--- src/shared/pfr_map.svh ---
// Constants for the power fail response block: timing counts and config bit positions.
// Assumes a 100 MHz clock; included by bare name.
`ifndef PFR_MAP_SVH
`define PFR_MAP_SVH
`define PFR_CLK_HZ 100000000
`define PFR_SHORT_MS 1000
`define PFR_LONG_OPT_MS 2000
`define PFR_MS_CYCLES (`PFR_CLK_HZ / 1000)
`define PFR_TICK_W 17
`define PFR_MS_CNT_W 12
`define PFR_MODE_ALARM 0
`define PFR_MODE_WARNING 1
`define PFR_MODE_REMOTE 2
`endif

--- src/shared/pfr_pkg.sv ---
// Types for the power fail response block.
// Assumes pfr_map.svh is available on the include path.
package pfr_pkg;
  typedef enum logic [2:0] {
    PFR_RUN = 3'b000,
    PFR_SHORT = 3'b001,
    PFR_LONG = 3'b011,
    PFR_LONG_RESTORED = 3'b010,
    PFR_BUZZ_CLEARED = 3'b110
  } pfr_state_t;
endpackage : pfr_pkg

--- src/design/pfr_core.sv ---
// Power fail response: outage classification, held outputs, reset sequence, pressure trip.
// Assumes power_ok, reset contact and pressure trip are pins; run inputs come from same-clock logic.
`timescale 1ns/1ps
`include "pfr_map.svh"
module pfr_core
  import pfr_pkg::*;
#(
  // Cycles per millisecond tick; a bench may shorten it
  parameter int unsigned MS_CYCLES = `PFR_MS_CYCLES
)
(
  // Clock and reset
  input wire logic ref_clk_in,
  input wire logic reset_in,
  // Pins
  input wire logic power_ok_in,
  input wire logic reset_contact_in,
  input wire logic pressure_rise_in,
  // Configuration
  input wire logic two_second_outage_option_in,
  input wire logic [2:0] remote_signal_mode_in,
  // Run state from the drive controller
  input wire logic normal_speed_in,
  input wire logic accelerating_in,
  input wire logic braking_in,
  input wire logic remote_in,
  input wire logic warning_in,
  input wire logic start_in,
  // Indicators and commands
  output logic normal_lamp_out,
  output logic alarm_lamp_out,
  output logic buzzer_out,
  output logic decelerate_out,
  output logic brake_cmd_out,
  output logic start_cmd_out,
  // Relay contacts (make side; mode bits can turn remote, alarm and warning into break contacts)
  output logic normal_relay_out,
  output logic accel_relay_out,
  output logic brake_relay_out,
  output logic remote_relay_out,
  output logic alarm_relay_out,
  output logic warning_relay_out
);
  typedef struct packed {
    pfr_state_t state;
    logic [`PFR_TICK_W-1:0] tick;
    logic [`PFR_MS_CNT_W-1:0] ms;
    logic normal;
    logic accel;
    logic brake;
    logic remote;
    logic alarm;
    logic buzzer;
    logic trip;
    logic decel;
  } pfr_core_t;
  pfr_core_t st, next_st;

  logic pwr_lvl;
  logic rst_press;
  logic prs_lvl;

  // Power reads absent just after reset; that brief outage is harmless
  pfr_sync u_pwr (
    .ref_clk_in(ref_clk_in),
    .reset_in(reset_in),
    .pin_in(power_ok_in),
    .level_out(pwr_lvl),
    .rise_out()
  );

  pfr_sync u_rst (
    .ref_clk_in(ref_clk_in),
    .reset_in(reset_in),
    .pin_in(reset_contact_in),
    .level_out(),
    .rise_out(rst_press)
  );

  pfr_sync u_prs (
    .ref_clk_in(ref_clk_in),
    .reset_in(reset_in),
    .pin_in(pressure_rise_in),
    .level_out(prs_lvl),
    .rise_out()
  );

  // Limit in milliseconds for a short outage
  function automatic logic [`PFR_MS_CNT_W-1:0] short_limit(input logic two_sec);
    short_limit = two_sec ? `PFR_MS_CNT_W'(`PFR_LONG_OPT_MS) : `PFR_MS_CNT_W'(`PFR_SHORT_MS);
  endfunction : short_limit

  // Mode bit set turns the make contact into a break contact
  function automatic logic relay_level(input logic active, input logic invert);
    relay_level = active ^ invert;
  endfunction : relay_level

  logic ms_pulse;
  assign ms_pulse = (st.tick == `PFR_TICK_W'(MS_CYCLES - 1));

  // Compared before the increment so the count never wraps
  logic limit_hit;
  assign limit_hit = ms_pulse && (st.ms >= short_limit(two_second_outage_option_in) - 1'b1);

  // Run test shared by the trip clear and the start gate
  logic in_run;
  assign in_run = (st.state == PFR_RUN);

  always_comb begin
    next_st = st;
    next_st.tick = ms_pulse ? '0 : st.tick + 1'b1;
    unique case (st.state)
      PFR_RUN: begin
        // Snapshot follows the drive until power is lost
        next_st.normal = normal_speed_in;
        next_st.accel = accelerating_in;
        next_st.brake = braking_in;
        next_st.remote = remote_in;
        next_st.ms = '0;
        if (!pwr_lvl) begin
          next_st.state = PFR_SHORT;
          next_st.tick = '0;
          next_st.decel = 1'b1;
        end
      end
      PFR_SHORT: begin
        // Snapshot stays frozen while power is out
        if (pwr_lvl) begin
          next_st.state = PFR_RUN;
          next_st.decel = 1'b0;
        end else if (limit_hit) begin
          next_st.state = PFR_LONG;
          next_st.normal = 1'b0;
          next_st.accel = 1'b0;
          next_st.brake = 1'b0;
          next_st.alarm = 1'b1;
          next_st.buzzer = 1'b1;
        end else if (ms_pulse) begin
          next_st.ms = st.ms + 1'b1;
        end
      end
      PFR_LONG: begin
        // Deceleration continues through power return
        // A press while power is out only silences the buzzer
        if (rst_press) begin
          next_st.buzzer = 1'b0;
        end
        if (pwr_lvl) begin
          next_st.state = st.buzzer && !rst_press ? PFR_LONG_RESTORED : PFR_BUZZ_CLEARED;
        end
      end
      PFR_LONG_RESTORED: begin
        if (rst_press) begin
          next_st.buzzer = 1'b0;
          next_st.state = PFR_BUZZ_CLEARED;
        end else if (!pwr_lvl) begin
          // A second outage reopens the remote contact
          next_st.state = PFR_LONG;
        end
      end
      PFR_BUZZ_CLEARED: begin
        // Start is only honoured after the alarm is cleared
        if (rst_press && pwr_lvl) begin
          next_st.alarm = 1'b0;
          next_st.decel = 1'b0;
          next_st.state = PFR_RUN;
        end else if (!pwr_lvl) begin
          // Power lost again before the alarm cleared
          next_st.state = PFR_LONG;
        end
      end
      default: begin
        next_st.state = PFR_RUN;
      end
    endcase

    // Pressure trip latches braking and alarm until a reset press in run with the pressure pin low
    if (prs_lvl) begin
      next_st.trip = 1'b1;
    end else if (rst_press && in_run) begin
      next_st.trip = 1'b0;
    end
  end

  // Synchronous reset returns every flag to idle together
  always_ff @(posedge ref_clk_in) begin
    if (reset_in) begin
      st <= '0;
    end else begin
      st <= next_st;
    end
  end

  logic alarm_any;
  assign alarm_any = st.alarm | st.trip;

  assign normal_lamp_out = st.normal;
  assign alarm_lamp_out = alarm_any;
  assign buzzer_out = st.buzzer;
  assign decelerate_out = st.decel;
  assign brake_cmd_out = st.trip;
  // Gated combinationally so a start never passes a standing alarm
  assign start_cmd_out = start_in && in_run && !alarm_any;
  assign normal_relay_out = st.normal;
  assign accel_relay_out = st.accel;
  assign brake_relay_out = st.brake | st.trip;
  // Long outage opens remote contact, returns after power
  assign remote_relay_out = relay_level((st.state == PFR_LONG) ? 1'b0 : st.remote,
    remote_signal_mode_in[`PFR_MODE_REMOTE]);
  assign alarm_relay_out = relay_level(alarm_any, remote_signal_mode_in[`PFR_MODE_ALARM]);
  assign warning_relay_out = relay_level(warning_in, remote_signal_mode_in[`PFR_MODE_WARNING]);
endmodule : pfr_core

--- src/design/pfr_sync.sv ---
// Three-flop input conditioner for a pin with single-pulse rise detection.
// Assumes the pin is asynchronous to ref_clk_in.
`timescale 1ns/1ps
module pfr_sync (
  // Clock and reset
  input wire logic ref_clk_in,
  input wire logic reset_in,
  // Pin and conditioned outputs
  input wire logic pin_in,
  output logic level_out,
  output logic rise_out
);
  typedef struct packed {
    logic s1;
    logic s2;
    logic s3;
    logic lvl;
    logic rise;
  } pfr_sync_t;
  pfr_sync_t st, next_st;

  always_comb begin
    next_st = st;
    next_st.s1 = pin_in;
    next_st.s2 = st.s1;
    next_st.s3 = st.s2;
    next_st.rise = 1'b0;
    // Change accepted only when second and third stages agree
    if (st.s2 == st.s3 && st.s3 != st.lvl) begin
      next_st.lvl = st.s3;
      next_st.rise = st.s3;
    end
  end

  always_ff @(posedge ref_clk_in) begin
    if (reset_in) begin
      st <= '0;
    end else begin
      st <= next_st;
    end
  end

  assign level_out = st.lvl;
  assign rise_out = st.rise;
endmodule : pfr_sync

--- config.mk ---
export PLATFORM = sky130hd
export DESIGN_NAME = pfr_core
export DESIGN_NICKNAME = d
export VERILOG_FILES = /design/src/shared/pfr_pkg.sv /design/src/design/pfr_core.sv /design/src/design/pfr_sync.sv
export VERILOG_INCLUDE_DIRS = /design/src /design/src/shared
export SDC_FILE = /design/constraint.sdc
export NUM_CORES = 1
export LEC_CHECK = 0
export ABC_AREA = 0
export BUFFER_PORTS_ARGS = -buffer_cell sky130_fd_sc_hd__buf_2
export CAP_MARGIN = 20
export CORE_MARGIN = 2
export CORE_UTILIZATION = 50
export DETAILED_ROUTE_END_ITERATION = 8
export HOLD_SLACK_MARGIN = 0.1
export PLACE_DENSITY_LB_ADDON = 0.15
export SETUP_SLACK_MARGIN = 0.02
export SYNTH_ARGS = -nofsm -noshare
export SYNTH_HDL_FRONTEND = slang
export SYNTH_SLANG_ARGS = --single-unit
export TNS_END_PERCENT = 1
--- constraint.sdc ---
create_clock -name ref_clk_in -period 5.6 [get_ports ref_clk_in]
set_input_delay 1.12 -clock ref_clk_in [delete_from_list [all_inputs] [get_ports ref_clk_in]]
set_output_delay 1.12 -clock ref_clk_in [all_outputs]
set_load 0.01 [all_outputs]
# Word-level counts from Yosys, hierarchy flattened
# Index checks and enable logic that the tools add are counted.
word_totals:
  regBits: 53
  word_cells: 109
  out_inout_bits: 12
classes:
  eq_ne: 21
  n_bitwise: 6
  muxes: 29
  n_addsub: 3
  order_cmp: 1
  reduce_logical: 25
ops:
  columns: ["cell", "n"]
  rows:
  - ["$mux 17", 2]
  - ["$pmux 15 s2", 1]
  - ["$mux 12", 2]
  - ["$mux 3", 8]
  - ["$mux 20", 1]
  - ["$add 17x1->17 const B", 1]
  - ["$eq 17x17->1 const B", 1]
  - ["$reduce_and 4->1", 4]
  - ["$mux 15", 1]
  - ["$pmux 3 s5", 1]
  - ["$add 12x1->12 const B", 1]
  - ["$ge 12x12->1", 1]
  - ["$ne 2x2->1 const B", 6]
  - ["$sub 11x1->12 const B", 1]
  - ["$mux 11", 1]
  - ["$logic_and 1x1->1", 9]
  - ["$reduce_bool 2->1", 4]
  - ["$mux 1", 7]
  - ["$eq 3x2->1 const B", 2]
  - ["$ne 2x1->1 const B", 3]
  - ["$reduce_and 3->1", 2]
  - ["$mux 2", 2]
  - ["$pmux 1 s2", 2]
  - ["$reduce_or 2->1", 2]
  - ["12 further kinds", 20]

# Longest topological paths before layout
depth:
  word_depth: 7
  ltp_mapped: 7

# Modules after synthesis
# A second synthesis with hierarchy kept.
unflattened:
  hier_cells: 286
  area_unflattened_um2: 2502.4
modules_own_cells:
  columns: ["module", "n_inst", "area_each_um2", "cells_per_inst"]
  rows:
  - ["pfr_core", 1, 2052.0, 250]
  - ["pfr_sync", 3, 150.1, 12]

# Worst setup path after synthesis
# Ideal clock, no wire load.
synth_timing:
  kind: "input to register"
  from: "input port two_second_outage_option_in"
  to: "register st[10] in the netlist's numbering"
  path_buffers: 0
  slack_ps: 3025
  cell_stages: 6
  setup_ps: 74
  arrival_ps: 2501
  cell_sequence: "inv_1 > ha_1 > or3_1 > a21o_1 > or4_1 > a31oi_1"
synth_via:
  elab_chain_len: 6
synth_rtl:
  columns: ["item", "line_no", "text"]
  rows:
  - ["from (decl)", "pfr_core.sv:20", "input wire logic two_second_outage_option_in,"]
  - ["$mux 11", "pfr_core.sv:90", "short_limit = two_sec ? `PFR_MS_CNT_W'(`PFR_LONG_OPT_MS) : `PFR_MS_CNT_W'(`PFR_SHORT_MS);"]
  - ["$sub 11x1->12", "pfr_core.sv:103", "assign limit_hit = ms_pulse && (st.ms >= short_limit(two_second_outage_option_in) - 1'b1);"]
  - ["$ge 12x12->1", "pfr_core.sv:103", null]
  - ["$logic_and 1x1->1", "pfr_core.sv:103", null]
  - ["$ne 2x2->1 (no source line)", null, null]
  - ["$reduce_and 4->1 (no source line)", null, null]
  - ["to (signal assigned)", "pfr_core.sv:190", "st <= next_st;"]
  - ["to (decl)", "pfr_core.sv:57", "pfr_core_t st, next_st;"]
# No other way between the ends.
# A chain may end at the register's enable or synchronous reset.

# Worst setup path in the final report
layout_timing:
  from: "register st[39] in the netlist's numbering"
  to: "output port start_cmd_out"
layout_via:
  elab_chain_len: 3
layout_rtl:
  columns: ["item", "line_no", "text"]
  rows:
  - ["$logic_not 3->1", "pfr_core.sv:107", "assign in_run = (st.state == PFR_RUN);"]
  - ["$logic_and 1x1->1 (2 in a row)", "pfr_core.sv:203", "assign start_cmd_out = start_in && in_run && !alarm_any;"]
  - ["to (decl)", "pfr_core.sv:35", "output logic start_cmd_out,"]
# No other way between the ends.

==> out/metrics.csv <==
metric,value,unit
r2r_setup_slack,3.41,ns
rsz0062_at_grt,no,
p_leak,1.06,nW
cts_buffers,5,
antenna_found_initial,0,
core_area,0.00504,sq mm
crit_start,st[39],
required,4.48,ns
grt_util_met2,30.5,%
globalRouteMet3Util,3.97,%
maxCapViolCount,0,
drt_iter0_drc,106,
ys_types,51,
cp-end-kind,output pin,
clockRootBuffer,clkbuf_8,
crit_fanout,16,
area_growth,10.8,%
synthTopCellsByArea,"dfxtp_1, nand2_1, nor2_1",
synth_fa_ha_area_share,2.42,%
ys.flop_type,dfxtp_1,
path_class,reg -> out,
wl_per_cell,13.2,um
syn_avg_cell_area,8.58,sq um
cts.sinks,53,
route.detailed.drc,0,
power.internal,0.536,mW
hold_class,reg -> reg,
r2r_cells,5,
fin_skew,0.00946,ns
post-route-util,56.7,%
io_buffers,26,
power_switching,0.162,mW
fin_crit,3.02,ns
nets,343,
fmax,331,MHz
period_share,53.9,%
vias_per_cell,5.46,
cpPeakStageDelay,0.53,ns
htree_levels,2,
multi_input_area,0.00141,sq mm
grt_max_degree,27,
slew-limit-headroom,46.2,%
first_pass_iters,4,
grt-ovfl-total,0,
crit_path_cell_trace,or2_1 -> nor2_1 -> and3_1 -> buf_2,
die_width,75.9,um
post_cts.repair.setup_buffers,0,
finalHoldViolCount,0,
worst_slew_pin_slew,0.799,ns
drt_wl_total,5190,um
post_synth_and_or_nand_nor_area_fraction,30.5,%
synth_nets,321,
fillers,476,
grt_busiest_layer,met2,
critPathSlowestCell,or2_1,
ys_warn_count,0,
postRouteAntennaNets,0,
grt_pass1_vias,1830,
setup_viol,0,
gr-usage-all-layers,18.7,%
syn_inst,301,
slew_viol_final,0,
gp_congestion,0.854,
clockBufferDepth,2,
cts_hold_buffers,0,
synth_xor_area_share,5.77,%
netlist_area,0.00258,sq mm
final_cell_mix,"dfxtp_1, nand2_1, nor2_1, buf_2, o21ai_0",
pwr-share-comb,5.0,%
grt_pass1_wl,8270,um
synth_top_family_by_area,simple AND/OR/NAND/NOR gates,
vdd_drop_max,0.202,mV
pwr_density_cell,244,mW/mm^2
cp-endpoint,start_cmd_out,
antennaDiodeCount,0,
worstReg2RegEnd,st[19],
dp_hpwl,3630,um
yosys.area.top_type_share,41.1,%
r2r_start,st[39],
critPathLaunchType,flop,
yosysTopAreaCell,dfxtp_1,
synth_compound_area_share,13.0,%
ys_seq_area_share,41.1,%
dieArea,0.00575,sq mm
power_frac_seq,55.7,%
fin_setup_tns,0,ns
async_reset_ff_share,0,%
layout_commonest_cell,dfxtp_1,
drive_gt1_share,15.4,%
die_h,75.9,um
clkPwrFrac,39.3,%
synth-edff-count,0,
synthMuxAreaShare,3.10,%
cts_tree,yes,
use_met1,24.8,%
ys_ff_latch,53,
insertion_delay,0.31,ns
ctsResizeCount,0,
start_util,51.2,%
clkTransAtPathRegs,0.10,ns
vias,2153,
status,"complete, no violations",
seq_area,0.00106,sq mm
io_pins,27,
crit_arrival,1.90,ns
p_sw_share,23.2,%
row_count,26,
-- stage by stage --
step	setup slack (ns)	power, mW	instance area, sq um	instances	hold slack (ns)
2_1_floorplan	3.02	0.419	2580	301	0.414
3_3_place_gp	2.83	0.431	2730	385	0.424
3_5_place_dp	2.77	0.433	2730	385	0.435
4_1_cts	2.61	0.706	2850	393	0.458
5_1_grt	2.44	0.725	2860	394	0.475
6_report	2.58	0.698	2860	394	0.450
-- worst max-delay path: cells and delay by family, from the launching register on --
family        cells  cell delay (ns)
flops             1             0.52
simple gates      3             0.93
buf+inv           1             0.13
-- power groups by stage --
| stage | Combinational, mW | Clock, mW | Sequential [mW] |
|---|---|---|---|
| floorplan | 0.0237 | 0 | 0.395 |
| global placement | 0.0343 | 0 | 0.397 |
| detailed placement | 0.0353 | 0 | 0.397 |
| CTS | 0.0353 | 0.282 | 0.389 |
| global route | 0.0408 | 0.294 | 0.390 |
| finish | 0.0352 | 0.274 | 0.389 |
-- logic make-up (layout without fill, tap and decap cells) --
family / Yosys count / after routing
compound gates: 50 / 50
xor+xnor: 17 / 17
fa+ha+maj: 5 / 5
buf+inv: 23 / 46
flops: 53 / 53
mux: 8 / 8
simple gates: 145 / 145
-- synth_stat cells, types with 2 or more instances --
library cell and count:
dfxtp_1 53, clkbuf_1 7, nor2_1 26, ha_1 5
o32ai_1 2, xnor2_1 8, or3_1 7, nand2_1 36
nand3b_1 2, buf_6 2, nand4_1 7, and4_1 6
nor3b_1 2, nor2b_1 12, xor2_1 9, mux2i_1 8
o311ai_0 2, and4bb_2 3, or2_2 9, and3_1 4
a32oi_1 3, a31oi_1 3, inv_1 11, nor3_1 6
a21oi_1 11, o21ai_0 17, nand3_1 14, and2_1 3
-- metal layers --
layer / part of all wire [%] / up-vias
met5: 0 / -
met4: 1.5 / 0
met3: 2.4 / 11
met2: 48 / 24
met1: 48 / 1012
li1: - / 1106
-- area by class of cell --
class,count,share of cell area [%]
multi-input cells,225,49.4
flip-flops and latches,53,37.1
repair buffers,27,4.81
well taps,70,3.06
clock buffers,5,2.41
clock inverters,3,1.75
inverters,11,1.44
-- registers in the layout (all words and copies together), names as in the netlist --
register / cells
u_pwr.level_out: 1
u_rst.next_st: 2
u_pwr.st: 1
accel_relay_out: 1
buzzer_out: 1
decelerate_out: 1
u_rst.st: 1
u_prs.level_out: 1
brake_cmd_out: 1
st: 35
u_rst.level_out: 1
u_prs.next_st: 2
u_pwr.next_st: 2
u_rst.rise_out: 1
normal_lamp_out: 1
u_prs.st: 1
-- how the worst min path moves through the flow --
stage / slack (ns) / from / cells past startpoint / endpoint
6_report: 0.45 / u_rst.next_st[3] / 1 / u_rst.next_st[2]
5_1_grt: 0.48 / u_rst.next_st[3] / 1 / u_rst.next_st[2]
4_1_cts: 0.46 / u_rst.next_st[3] / 1 / u_rst.next_st[2]
3_5_place_dp: 0.44 / u_prs.next_st[3] / 1 / u_prs.next_st[2]
3_3_place_gp: 0.42 / u_pwr.next_st[3] / 1 / u_pwr.next_st[2]
2_1_floorplan: 0.41 / u_prs.next_st[3] / 1 / u_prs.next_st[2]
Note: power is estimated with default switching activity, not from simulation.
